`src/rtl/acs_pkg.sv`:
```
// constants shared by the conversion sequencer files
package acs_pkg;
    localparam int unsigned NUM_CH = 4;
    localparam int unsigned NUM_SLOT = 8;
    // register byte offsets
    localparam logic [11:0] OFS_CTRL = 12'h000;
    localparam logic [11:0] OFS_CFG = 12'h004;
    localparam logic [11:0] OFS_PRESC = 12'h008;
    localparam logic [11:0] OFS_CMP = 12'h00c;
    localparam logic [11:0] OFS_SWEEP = 12'h010;
    localparam logic [11:0] OFS_FLAGS = 12'h014;
    localparam logic [11:0] OFS_STATUS = 12'h018;
    localparam logic [11:0] OFS_CH_BASE = 12'h020;
    localparam logic [11:0] OFS_CH_END = 12'h060;
    // word index inside a channel block
    localparam logic [1:0] CH_SUB_CFG = 2'h0;
    localparam logic [1:0] CH_SUB_INSEL = 2'h1;
    localparam logic [1:0] CH_SUB_RESULT = 2'h2;
    // field positions
    localparam int unsigned CTRL_ENABLE = 0;
    localparam int unsigned CTRL_START_LSB = 2;
    localparam int unsigned CTRL_DMASEL_LSB = 6;
    localparam int unsigned CFG_RES_LSB = 1;
    localparam int unsigned CFG_FREERUN = 3;
    localparam int unsigned CFG_SIGNED = 4;
    localparam int unsigned CFG_IMPMODE = 7;
    localparam int unsigned CHCFG_GAIN = 0;
    localparam int unsigned CHCFG_MODE_LSB = 2;
    localparam int unsigned CHCFG_IRQEN = 4;
    localparam int unsigned INSEL_SCAN_LSB = 4;
    // result formats
    typedef enum logic [1:0] {
        ACS_RES_12R = 2'h0,
        ACS_RES_RSVD = 2'h1,
        ACS_RES_8R = 2'h2,
        ACS_RES_12L = 2'h3
    } acs_res_t;
    // interrupt and event conditions
    typedef enum logic [1:0] {
        ACS_IRQ_DONE = 2'h0,
        ACS_IRQ_ABOVE = 2'h1,
        ACS_IRQ_BELOW = 2'h2,
        ACS_IRQ_RSVD = 2'h3
    } acs_mode_t;
    // converter cycles
    localparam logic [3:0] RES_BITS_8 = 4'h8;
    localparam logic [3:0] RES_BITS_12 = 4'hc;
    localparam logic [3:0] MSB_CYCLES = 4'h1;
    localparam logic [3:0] GAIN_CYCLES = 4'h1;
    localparam logic [9:0] PRESC_MIN_DIV = 10'h004;
    localparam logic [11:0] MSB_MASK = 12'h800;
    localparam logic [11:0] PAIR_MASK = 12'h003;
endpackage : acs_pkg

```
`src/rtl/acs_prescaler.sv`:
```
// converter clock prescaler driven from the peripheral clock
`timescale 1ns/1ps
`default_nettype none
module acs_prescaler
    import acs_pkg::*;
(
    input wire logic pclk,
    input wire logic presetn,
    input wire logic run,
    input wire logic [2:0] div_sel,
    output logic conv_tick,
    output logic conv_clk
);
    logic [9:0] cnt_reg;
    logic [9:0] cnt_next;
    logic [9:0] div_last;

    // divide by 4, 8, ... 512
    assign div_last = (PRESC_MIN_DIV << div_sel) - 10'h001;
    assign cnt_next = (cnt_reg >= div_last) ? 10'h000 : cnt_reg + 10'h001;

    always_ff @(posedge pclk or negedge presetn)
    begin
        if (!presetn)
        begin
            cnt_reg <= 10'h000;
            conv_tick <= 1'b0;
            conv_clk <= 1'b0;
        end
        else if (!run)
        begin
            // stopped converter restarts from a full period
            cnt_reg <= 10'h000;
            conv_tick <= 1'b0;
            conv_clk <= 1'b0;
        end
        else
        begin
            cnt_reg <= cnt_next;
            conv_tick <= (cnt_reg >= div_last);
            conv_clk <= (cnt_next < (div_last >> 1));
        end
    end
endmodule : acs_prescaler
`default_nettype wire

```
`src/rtl/acs_top.sv`:
```
// pipelined four-channel conversion sequencer with apb registers
//
// Overview of operation
// - a channel may flag on completion or when its result is above or below threshold
// - one 12-bit threshold register serves all four channels
// - conversions start from a software start bit or an event line
// - simultaneous requests begin in ascending channel order, lowest first
// - channel 0 scans consecutive inputs, stepping selection per conversion
// - converter clock comes from the peripheral clock through a prescaler
// - a new sample can be taken on every converter clock cycle
// - latency is one plus half the resolution, plus one with gain
// - msb first, then two bits per cycle for three or five cycles
// - last latency cycle assembles result, then sets completion flag
// - requests arrive a peripheral cycle before the converter cycle used
// - without gain the input is sampled in the first conversion cycle
// - gain adds one cycle before the converter sample
// - next channel starts the converter cycle after the previous start
// - after a gain channel the next sample waits one extra cycle
// - free run sweeps selected channels repeatedly, eight in flight
// - low-impedance gain mode discharges the capacitor after each gain sample
// - a fresh result raises a dma request for one channel or a group
// - each channel has its own interrupt and event on done or compare
// - lowest channel is granted first within one converter period
// - a start bit clears itself once its conversion has begun
// - signed 12-bit right format copies bit 11 into bits 12 to 15
`timescale 1ns/1ps
`default_nettype none
module acs_top
    import acs_pkg::*;
(
    input wire logic pclk,
    input wire logic presetn,
    input wire logic psel,
    input wire logic penable,
    input wire logic pwrite,
    input wire logic [11:0] paddr,
    input wire logic [31:0] pwdata,
    output logic [31:0] prdata,
    output logic pready,
    output logic pslverr,
    input wire logic [3:0] event_in,
    input wire logic [11:0] adc_raw,
    output logic conv_clk,
    output logic adc_enable,
    output logic sample_strobe,
    output logic [3:0] sample_input,
    output logic gain_sample,
    output logic cap_discharge,
    output logic [3:0] irq,
    output logic [3:0] event_out,
    output logic [3:0] dma_req,
    output logic dma_group_req
);
    import acs_pkg::*;

    function automatic logic [1:0] lowest_idx(input logic [3:0] v);
        lowest_idx = v[0] ? 2'd0 : v[1] ? 2'd1 : v[2] ? 2'd2 : 2'd3;
    endfunction : lowest_idx

    function automatic logic [3:0] latency(input acs_res_t r, input logic g);
        logic [3:0] bits;
        bits = (r == ACS_RES_8R) ? RES_BITS_8 : RES_BITS_12;
        latency = MSB_CYCLES + (bits >> 1) + (g ? GAIN_CYCLES : 4'h0);
    endfunction : latency

    function automatic logic [15:0] format(input logic [11:0] v,
                                           input acs_res_t r,
                                           input logic sgn);
        case (r)
            ACS_RES_8R: format = {{8{sgn & v[11]}}, v[11:4]};
            ACS_RES_12L: format = {v, 4'h0};
            default: format = {{4{sgn & v[11]}}, v};
        endcase
    endfunction : format

    logic enable_reg;
    logic [3:0] start_reg;
    logic [1:0] dmasel_reg;
    logic impmode_reg;
    logic signed_reg;
    logic freerun_reg;
    acs_res_t res_reg;
    logic [2:0] presc_reg;
    logic [11:0] cmp_reg;
    logic [3:0] sweep_reg;
    logic [3:0] flag_reg;
    logic [3:0] gain_reg;
    logic [3:0] irqen_reg;
    acs_mode_t mode_reg [NUM_CH];
    logic [3:0] insel_reg [NUM_CH];
    logic [2:0] scan_cnt_reg;
    logic [2:0] scan_ofs_reg;
    logic scan_pend_reg;
    logic [15:0] result_reg [NUM_CH];
    logic [3:0] evt_pend_reg;
    logic [3:0] fr_pend_reg;
    logic hold_reg;
    logic [NUM_SLOT-1:0] slot_v_reg;
    logic [1:0] slot_ch_reg [NUM_SLOT];
    logic [3:0] slot_age_reg [NUM_SLOT];
    logic [NUM_SLOT-1:0] slot_gain_reg;
    logic [11:0] slot_raw_reg [NUM_SLOT];
    logic [11:0] slot_acc_reg [NUM_SLOT];

    logic conv_tick;
    logic wr_en;
    logic [1:0] ch_idx;
    logic [1:0] ch_sub;
    logic in_ch;
    logic [3:0] pend;
    logic [1:0] grant;
    logic start_go;
    logic free_any;
    logic [2:0] free_idx;
    logic [NUM_SLOT-1:0] fin;
    logic [3:0] done;
    logic [11:0] done_val [NUM_CH];
    logic [3:0] hit;
    logic [3:0] grp_mask;

    assign wr_en = psel & penable & pwrite & pready;
    assign in_ch = (paddr >= OFS_CH_BASE) && (paddr < OFS_CH_END);
    assign ch_idx = 2'((paddr - OFS_CH_BASE) >> 4);
    assign ch_sub = paddr[3:2];

    acs_prescaler u_presc (
        .pclk(pclk),
        .presetn(presetn),
        .run(enable_reg),
        .div_sel(presc_reg),
        .conv_tick(conv_tick),
        .conv_clk(conv_clk)
    );

    // software, event, scan and sweep requests merge
    assign pend = start_reg | evt_pend_reg | fr_pend_reg
                  | {3'h0, scan_pend_reg};

    always_comb
    begin
        free_any = 1'b0;
        free_idx = 3'h0;
        for (int i = NUM_SLOT - 1; i >= 0; i--)
        begin
            if (!slot_v_reg[i])
            begin
                free_any = 1'b1;
                free_idx = 3'(i);
            end
        end
    end

    assign grant = lowest_idx(pend);
    // one start per converter cycle; hold after gain start
    assign start_go = conv_tick & enable_reg & (|pend) & free_any & !hold_reg;

    // completion when the slot reaches its last latency cycle
    always_comb
    begin
        done = 4'h0;
        for (int c = 0; c < NUM_CH; c++)
            done_val[c] = 12'h000;
        for (int i = 0; i < NUM_SLOT; i++)
        begin
            fin[i] = conv_tick & slot_v_reg[i]
                     & (slot_age_reg[i] + 4'h1
                        == latency(res_reg, slot_gain_reg[i]) - 4'h1);
            if (fin[i])
            begin
                done[slot_ch_reg[i]] = 1'b1;
                // last cycle resolves the remaining bits
                done_val[slot_ch_reg[i]] = slot_acc_reg[i] | slot_raw_reg[i];
            end
        end
    end

    // above or below the shared threshold, sign aware
    always_comb
    begin
        for (int c = 0; c < NUM_CH; c++)
        begin
            logic gt;
            logic lt;
            gt = signed_reg ? ($signed(done_val[c]) > $signed(cmp_reg))
                            : (done_val[c] > cmp_reg);
            lt = signed_reg ? ($signed(done_val[c]) < $signed(cmp_reg))
                            : (done_val[c] < cmp_reg);
            case (mode_reg[c])
                ACS_IRQ_DONE: hit[c] = done[c];
                ACS_IRQ_ABOVE: hit[c] = done[c] & gt;
                ACS_IRQ_BELOW: hit[c] = done[c] & lt;
                default: hit[c] = 1'b0;
            endcase
        end
    end

    always_comb
    begin
        case (dmasel_reg)
            2'h1: grp_mask = 4'h3;
            2'h2: grp_mask = 4'h7;
            2'h3: grp_mask = 4'hf;
            default: grp_mask = 4'h0;
        endcase
    end

    // apb slave: data latched in setup, answered in the first access cycle
    always_ff @(posedge pclk or negedge presetn)
    begin
        if (!presetn)
        begin
            pready <= 1'b0;
            pslverr <= 1'b0;
            prdata <= 32'h0000_0000;
        end
        else
        begin
            pready <= psel & !penable;
            pslverr <= 1'b0;
            prdata <= 32'h0000_0000;
            if (psel && !penable)
            begin
                if (in_ch)
                begin
                    case (ch_sub)
                        CH_SUB_CFG: prdata <= {27'h0, irqen_reg[ch_idx],
                            mode_reg[ch_idx], 1'b0, gain_reg[ch_idx]};
                        CH_SUB_INSEL: prdata <= {25'h0,
                            (ch_idx == 2'd0) ? scan_cnt_reg : 3'h0,
                            insel_reg[ch_idx]};
                        CH_SUB_RESULT: prdata <= {16'h0, result_reg[ch_idx]};
                        default: pslverr <= 1'b1;
                    endcase
                end
                else
                begin
                    case (paddr)
                        OFS_CTRL: prdata <= {24'h0, dmasel_reg, start_reg,
                                             1'b0, enable_reg};
                        OFS_CFG: prdata <= {24'h0, impmode_reg, 2'h0,
                                 signed_reg, freerun_reg, res_reg, 1'b0};
                        OFS_PRESC: prdata <= {29'h0, presc_reg};
                        OFS_CMP: prdata <= {20'h0, cmp_reg};
                        OFS_SWEEP: prdata <= {28'h0, sweep_reg};
                        OFS_FLAGS: prdata <= {28'h0, flag_reg};
                        OFS_STATUS: prdata <= {20'h0, pend, slot_v_reg};
                        default: pslverr <= 1'b1;
                    endcase
                end
            end
        end
    end

    // configuration registers written by software
    always_ff @(posedge pclk or negedge presetn)
    begin
        if (!presetn)
        begin
            enable_reg <= 1'b0;
            dmasel_reg <= 2'h0;
            impmode_reg <= 1'b0;
            signed_reg <= 1'b0;
            freerun_reg <= 1'b0;
            res_reg <= ACS_RES_12R;
            presc_reg <= 3'h0;
            cmp_reg <= 12'h000;
            sweep_reg <= 4'h0;
            gain_reg <= 4'h0;
            irqen_reg <= 4'h0;
            scan_cnt_reg <= 3'h0;
            for (int c = 0; c < NUM_CH; c++)
            begin
                mode_reg[c] <= ACS_IRQ_DONE;
                insel_reg[c] <= 4'h0;
            end
        end
        else if (wr_en && in_ch)
        begin
            if (ch_sub == CH_SUB_CFG)
            begin
                gain_reg[ch_idx] <= pwdata[CHCFG_GAIN];
                mode_reg[ch_idx] <= acs_mode_t'(pwdata[CHCFG_MODE_LSB +: 2]);
                irqen_reg[ch_idx] <= pwdata[CHCFG_IRQEN];
            end
            if (ch_sub == CH_SUB_INSEL)
            begin
                insel_reg[ch_idx] <= pwdata[3:0];
                if (ch_idx == 2'd0)
                    scan_cnt_reg <= pwdata[INSEL_SCAN_LSB +: 3];
            end
        end
        else if (wr_en)
        begin
            case (paddr)
                OFS_CTRL:
                begin
                    enable_reg <= pwdata[CTRL_ENABLE];
                    dmasel_reg <= pwdata[CTRL_DMASEL_LSB +: 2];
                end
                OFS_CFG:
                begin
                    impmode_reg <= pwdata[CFG_IMPMODE];
                    signed_reg <= pwdata[CFG_SIGNED];
                    freerun_reg <= pwdata[CFG_FREERUN];
                    res_reg <= acs_res_t'(pwdata[CFG_RES_LSB +: 2]);
                end
                OFS_PRESC: presc_reg <= pwdata[2:0];
                OFS_CMP: cmp_reg <= pwdata[11:0];
                OFS_SWEEP: sweep_reg <= pwdata[3:0];
                default: ;
            endcase
        end
    end

    // start requests; a new request in the start cycle is kept
    always_ff @(posedge pclk or negedge presetn)
    begin
        if (!presetn)
        begin
            start_reg <= 4'h0;
            evt_pend_reg <= 4'h0;
            fr_pend_reg <= 4'h0;
        end
        else
        begin
            // start bit cleared once the conversion begins
            start_reg <= (start_reg & ~(start_go ? 4'(1) << grant : 4'h0))
                | ((wr_en && !in_ch && paddr == OFS_CTRL)
                   ? pwdata[CTRL_START_LSB +: 4] : 4'h0);
            // registered here, so used from the next converter cycle
            evt_pend_reg <= (evt_pend_reg
                             & ~(start_go ? 4'(1) << grant : 4'h0))
                            | event_in;
            // reload the sweep once every selected channel started
            if (!freerun_reg)
                fr_pend_reg <= 4'h0;
            else if (start_go)
                fr_pend_reg <= ((fr_pend_reg & ~(4'(1) << grant)) == 4'h0)
                               ? sweep_reg : fr_pend_reg & ~(4'(1) << grant);
            else if (fr_pend_reg == 4'h0)
                fr_pend_reg <= sweep_reg;
        end
    end

    always_ff @(posedge pclk or negedge presetn)
    begin
        if (!presetn)
        begin
            scan_ofs_reg <= 3'h0;
            scan_pend_reg <= 1'b0;
        end
        else if (start_go && grant == 2'd0)
        begin
            if (scan_ofs_reg < scan_cnt_reg)
            begin
                scan_ofs_reg <= scan_ofs_reg + 3'h1;
                scan_pend_reg <= 1'b1;
            end
            else
            begin
                scan_ofs_reg <= 3'h0;
                scan_pend_reg <= 1'b0;
            end
        end
    end

    // conversion slots, each with its own age counter
    always_ff @(posedge pclk or negedge presetn)
    begin
        if (!presetn)
        begin
            slot_v_reg <= '0;
            slot_gain_reg <= '0;
            hold_reg <= 1'b0;
            for (int i = 0; i < NUM_SLOT; i++)
            begin
                slot_ch_reg[i] <= 2'h0;
                slot_age_reg[i] <= 4'h0;
                slot_raw_reg[i] <= 12'h000;
                slot_acc_reg[i] <= 12'h000;
            end
        end
        else if (!enable_reg)
        begin
            slot_v_reg <= '0;
            hold_reg <= 1'b0;
        end
        else if (conv_tick)
        begin
            // a gain start blocks the following converter cycle
            hold_reg <= start_go & gain_reg[grant];
            for (int i = 0; i < NUM_SLOT; i++)
            begin
                if (fin[i])
                    slot_v_reg[i] <= 1'b0;
                else if (slot_v_reg[i])
                begin
                    logic [3:0] k;
                    k = slot_age_reg[i] + 4'h1
                        - (slot_gain_reg[i] ? GAIN_CYCLES : 4'h0);
                    slot_age_reg[i] <= slot_age_reg[i] + 4'h1;
                    // gain slot reaches the converter sample one late
                    if (k == 4'h0)
                    begin
                        slot_raw_reg[i] <= adc_raw;
                        slot_acc_reg[i] <= adc_raw & MSB_MASK;
                    end
                    // two further bits per converter cycle
                    else if (!slot_age_reg[i][3] || k < 4'h6)
                        slot_acc_reg[i] <= slot_acc_reg[i] | (slot_raw_reg[i]
                            & (PAIR_MASK << (4'hb - {k[2:0], 1'b0})));
                end
            end
            // a new slot may open on every converter cycle
            if (start_go)
            begin
                slot_v_reg[free_idx] <= 1'b1;
                slot_ch_reg[free_idx] <= grant;
                slot_age_reg[free_idx] <= 4'h0;
                slot_gain_reg[free_idx] <= gain_reg[grant];
                // no gain: converter samples in the start cycle
                slot_raw_reg[free_idx] <= adc_raw;
                slot_acc_reg[free_idx] <= gain_reg[grant] ? 12'h000
                                          : (adc_raw & MSB_MASK);
            end
        end
    end

    // front end strobes follow the slot that is sampling
    always_ff @(posedge pclk or negedge presetn)
    begin
        if (!presetn)
        begin
            adc_enable <= 1'b0;
            sample_strobe <= 1'b0;
            sample_input <= 4'h0;
            gain_sample <= 1'b0;
            cap_discharge <= 1'b0;
        end
        else
        begin
            adc_enable <= enable_reg;
            sample_strobe <= (start_go & !gain_reg[grant])
                             | (conv_tick & hold_reg);
            gain_sample <= start_go & gain_reg[grant];
            // low-impedance mode flushes charge after a gain sample
            cap_discharge <= conv_tick & hold_reg & impmode_reg;
            if (start_go)
                sample_input <= insel_reg[grant]
                    + ((grant == 2'd0) ? {1'b0, scan_ofs_reg} : 4'h0);
        end
    end

    // results, flags and their outputs
    always_ff @(posedge pclk or negedge presetn)
    begin
        if (!presetn)
        begin
            flag_reg <= 4'h0;
            irq <= 4'h0;
            event_out <= 4'h0;
            dma_req <= 4'h0;
            dma_group_req <= 1'b0;
            for (int c = 0; c < NUM_CH; c++)
                result_reg[c] <= 16'h0000;
        end
        else
        begin
            for (int c = 0; c < NUM_CH; c++)
                if (done[c])
                    // sign extension chosen by the result format
                    result_reg[c] <= format(done_val[c], res_reg, signed_reg);
            // per-channel flag; a new hit outlasts the clearing write
            flag_reg <= (flag_reg
                         & ~((wr_en && !in_ch && paddr == OFS_FLAGS)
                             ? pwdata[3:0] : 4'h0)) | hit;
            irq <= (flag_reg | hit) & irqen_reg;
            event_out <= hit;
            // grouped channels share one dma request
            dma_req <= done & ~grp_mask;
            dma_group_req <= |(done & grp_mask);
        end
    end
endmodule : acs_top
`default_nettype wire

```
`config.mk`:
```
export PLATFORM = sky130hd
export DESIGN_NAME = acs_top
export DESIGN_NICKNAME = d
export VERILOG_FILES = /design/src/rtl/acs_pkg.sv /design/src/rtl/acs_prescaler.sv /design/src/rtl/acs_top.sv
export SDC_FILE = /design/constraint.sdc
export NUM_CORES = 1
export LEC_CHECK = 0
export BUFFER_PORTS_ARGS = -buffer_cell sky130_fd_sc_hd__buf_2
export CORE_ASPECT_RATIO = 1.4
export CORE_MARGIN = 1.5
export CORE_UTILIZATION = 25
export CTS_CLUSTER_DIAMETER = 120
export DETAILED_ROUTE_END_ITERATION = 10
export PLACE_DENSITY_LB_ADDON = 0.1
export SLEW_MARGIN = 10
export SYNTH_ARGS = -nofsm -noshare
export SYNTH_HDL_FRONTEND = slang
export SYNTH_HIERARCHICAL = 1
export SYNTH_SLANG_ARGS = --single-unit
```
`constraint.sdc`:
```
create_clock -name pclk -period 5.5 [get_ports pclk]
set_input_delay 0.825 -clock pclk [delete_from_list [all_inputs] [get_ports pclk]]
set_output_delay 0.825 -clock pclk [all_outputs]
set_load 0.05 [all_outputs]
```
==> summary.txt <==
Run status
  • Outcome: complete, no violations

Timing
  • Period utilization: 95.3%
  • Slew @ Worst Pin: 1.17 ns
  • Min Tclk post-route: 5.24 ns
  • Peak Freq: 191 MHz
  • Final Max Slew Viols: 0
  • Setup violators final: 0
  • Final Hold Fails: 0
  • Clock Skews: 0.0236 ns
  • Max-slew headroom: 22.0%

GRT
  • Gr busiest metal: met2
  • Routing usage on met1: 26.7%
  • Initial antenna violation count: 2
  • Vias in the first global route: 25.7k
  • Pin count of the biggest net entering global routing: 110
  • First-pass GRT wire length: 192,000 um
  • Met3 usage: 2.08%
  • Total global-route track usage: 23.5%
  • GRT Residual Overflow: 0
  • GR Util met2: 43.4%

Critical path
  • CP required: 6.03 ns
  • CP peak stage delay: 0.44 ns
  • Worst r2r path cells: 21
  • Startpoint Class: register
  • Slowest CP cell: dfrtp_1
  • Largest fanout on the critical path: 8
  • Critical-path cell list: ha_1, xor2_1, nand2_1, nor4_4, nand4b_2, buf_4, o221ai_1, a221oi_1, nor2_1, o21ai_0, buf_4, inv_1, ha_1, a21o_1, a21o_1, a21oi_1, o221ai_1, xnor2_1, mux2_2, a31o_2, o21a_1
  • Arr. time, crit path: 5.77 ns
  • Worst Path Class, Setup: reg -> reg
  • Crit path capture type: register

Placement
  • Placer Congestion: 0.957
  • Placed standard-cell area: 0.0312 mm2
  • Port buffer count: 84
  • Placed insts: 4,600
  • Post-DP HPWL: 107,000 um

Floorplan
  • I/O Pins: 121
  • Standard-cell row count: 144
  • Die extent in x: 285 um
  • Die Span Y: 397 um
  • DIE AREA: 0.113 mm2
  • Starting Density: 25.2%
  • CORE AREA: 0.110 mm2

Clocking
  • Clk Latency, worst-skew pair: 0.64 ns
  • CTS Sinks: 454
  • CTS tree: done
  • Root buffer cell: clkbuf_16
  • Hold_buf cts: 0
  • Clk slew on worst S/H paths: 0.06 ns
  • H-tree levels: 2
  • CTS buffer count: 54
  • Clk buf depth: 3

Logic synthesis
  • Post-Synthesis Cells: 2,971
  • Count of cell types in the netlist: 114
  • Async S/R FF share, synth: 100%
  • Synth top area cells: dfrtp_1 (41%), mux2_2 (4.9%), ha_1 (4.8%)
  • Post-synth design cell area: 0.0278 mm2
  • Flops & latches, synth: 454
  • Synth area leader: dfrtp_1
  • Synth warn: 6
  • Sequential area share after synthesis: 40.9%
  • Post-synth EDFFs: 0
  • Top_reg_cell synth: dfrtp_1
  • Area share of the largest cell type after synthesis: 40.9%
  • Synthesized area per cell: 9.35 um2

Finish
  • Seq. cell area: 0.0114 mm2
  • Syn-to-layout area delta: 19.4%
  • Final Util: 30.1%
  • Final net count: 3,371
  • Multi-input gate area: 0.0154 mm2
  • Final std cell area, no fill: 0.0332 mm2
  • Most common cell after layout, fill and taps aside: dfrtp_1
  • Layout cells sized above 1: 21.1%
  • Fill count: 11.6k
  • Most frequent cells in the layout: dfrtp_1 (453), nand2_1 (341), nor2_1 (297), buf_4 (232), a21oi_1 (168)
  • Layout Cells excl Fill: 4,702

Power
  • Max VDD drop: 0.000210 V
  • Power per standard cell area: 224 mW/mm2
  • Total power: 7420 uW
  • Pleak: 0.0153 uW

Detailed routing
  • Vias/cell: 5.39
  • Routed len/inst: 28.6 um
  • DR iter-0 viols: 2,012
  • DRT Pass-1 Iters: 6
  • Final ANT Viol Nets: 0
  • # DRC: 0
  • Post-Route WL: 134,000 um
  • DR vias: 25.4k

Flow run
  • Max Cap Viol: 0

Hold path
  • Hold/Removal Path Class: in -> async
[power breakdown]
part / total [uW] / switching (uW) / internal, uW
clock network: 3880 / 1560 / 2310
registers: 3340 / 1.06 / 3340
logic: 205 / 171 / 33.9
total: 7420 / 1740 / 5690
[cell type report]
class	instances	area share, %
clock buffer	80	4.85
multi-input combinational	2273	46.5
sequential	454	34.3
inverter	93	1.05
antenna	1	0.00755
clock inverter	19	0.909
timing repair buffer	322	6.91
tap	1460	5.51
[per-stage QoR]
stage | TNS (ns) | hold slack, ns | setup slack [ns]
after detailed placement | 0 | 0.459 | 0.0473
after CTS | 0 | 0.242 | 0.0768
after floorplan | 0 | 0.441 | 1.12
after global placement | 0 | 0.454 | 0.0849
final | 0 | 0.211 | 0.256
after global routing | -0.269 | 0.248 | -0.0987
[worst max-delay path: cells and delay by family, from the launching register on]
kind                     cells  cell delay, ns
AND/OR/NAND/NOR              4            1.07
XOR/XNOR                     2            0.56
multiplexers                 1            0.37
flip-flops                   1            0.44
adder cells (fa/ha/maj)      2            0.49
buffers and inverters        3            0.47
AO/OA/AOI/OAI                9            1.73
[kinds of logic (layout without fill, tap and decap cells)]
family          after synthesis  in the layout  synth area share, %
simple gates               1125           1125                 20.4
compound gates              809            809                 20.4
flops                       454            454                 40.9
buf+inv                     260            514                 4.10
mux                         156            156                 7.25
fa+ha+maj                   108            108                 4.89
xor+xnor                     57             57                 2.03
other cells                   2             19               0.0270
[final timing paths]
| check | from | endpoint | slack (ns) |
|---|---|---|---|
| worst max-delay path | slot_age_reg[28]$_DFFE_PN0P_ | irq[1]$_DFF_PN0_ | 0.26 |
| worst min-delay path | presetn | u_presc/conv_clk$_DFF_PN0_ | 0.21 |
| worst max register to register | slot_age_reg[28]$_DFFE_PN0P_ | irq[1]$_DFF_PN0_ | 0.26 |
| worst min register to register | evt_pend_reg[3]$_DFF_PN0_ | evt_pend_reg[3]$_DFF_PN0_ | 0.47 |
| max in group asynchronous | presetn | slot_raw_reg[38]$_DFFE_PN0P_ | 4.03 |
| min in group pclk | event_in[0] | evt_pend_reg[0]$_DFF_PN0_ | 0.37 |
[layer usage]
metal	share of wire (%)	vias to the layer above
li1	-	11500
met1	39	12800
met2	52	784
met3	3.6	239
met4	5.9	2
met5	0.0097	-
[synthesized netlist by cell type, types with 52 or more instances]
cell type / instances
nor3_1: 64
mux2_2: 121
ha_1: 107
nor2_1: 298
dfrtp_1: 454
inv_1: 92
nand2_1: 341
clkbuf_1: 89
o221ai_1: 52
o21ai_0: 142
nand3_1: 66
a21oi_1: 172
[timing repair]
| action | in CTS | in global routing |
|---|---|---|
| setup buffers | 0 | 2 |
| setup endpoints to repair | 0 | 8 |
| resized for setup | 0 | 9 |
Power figures use the tool's default switching activity.
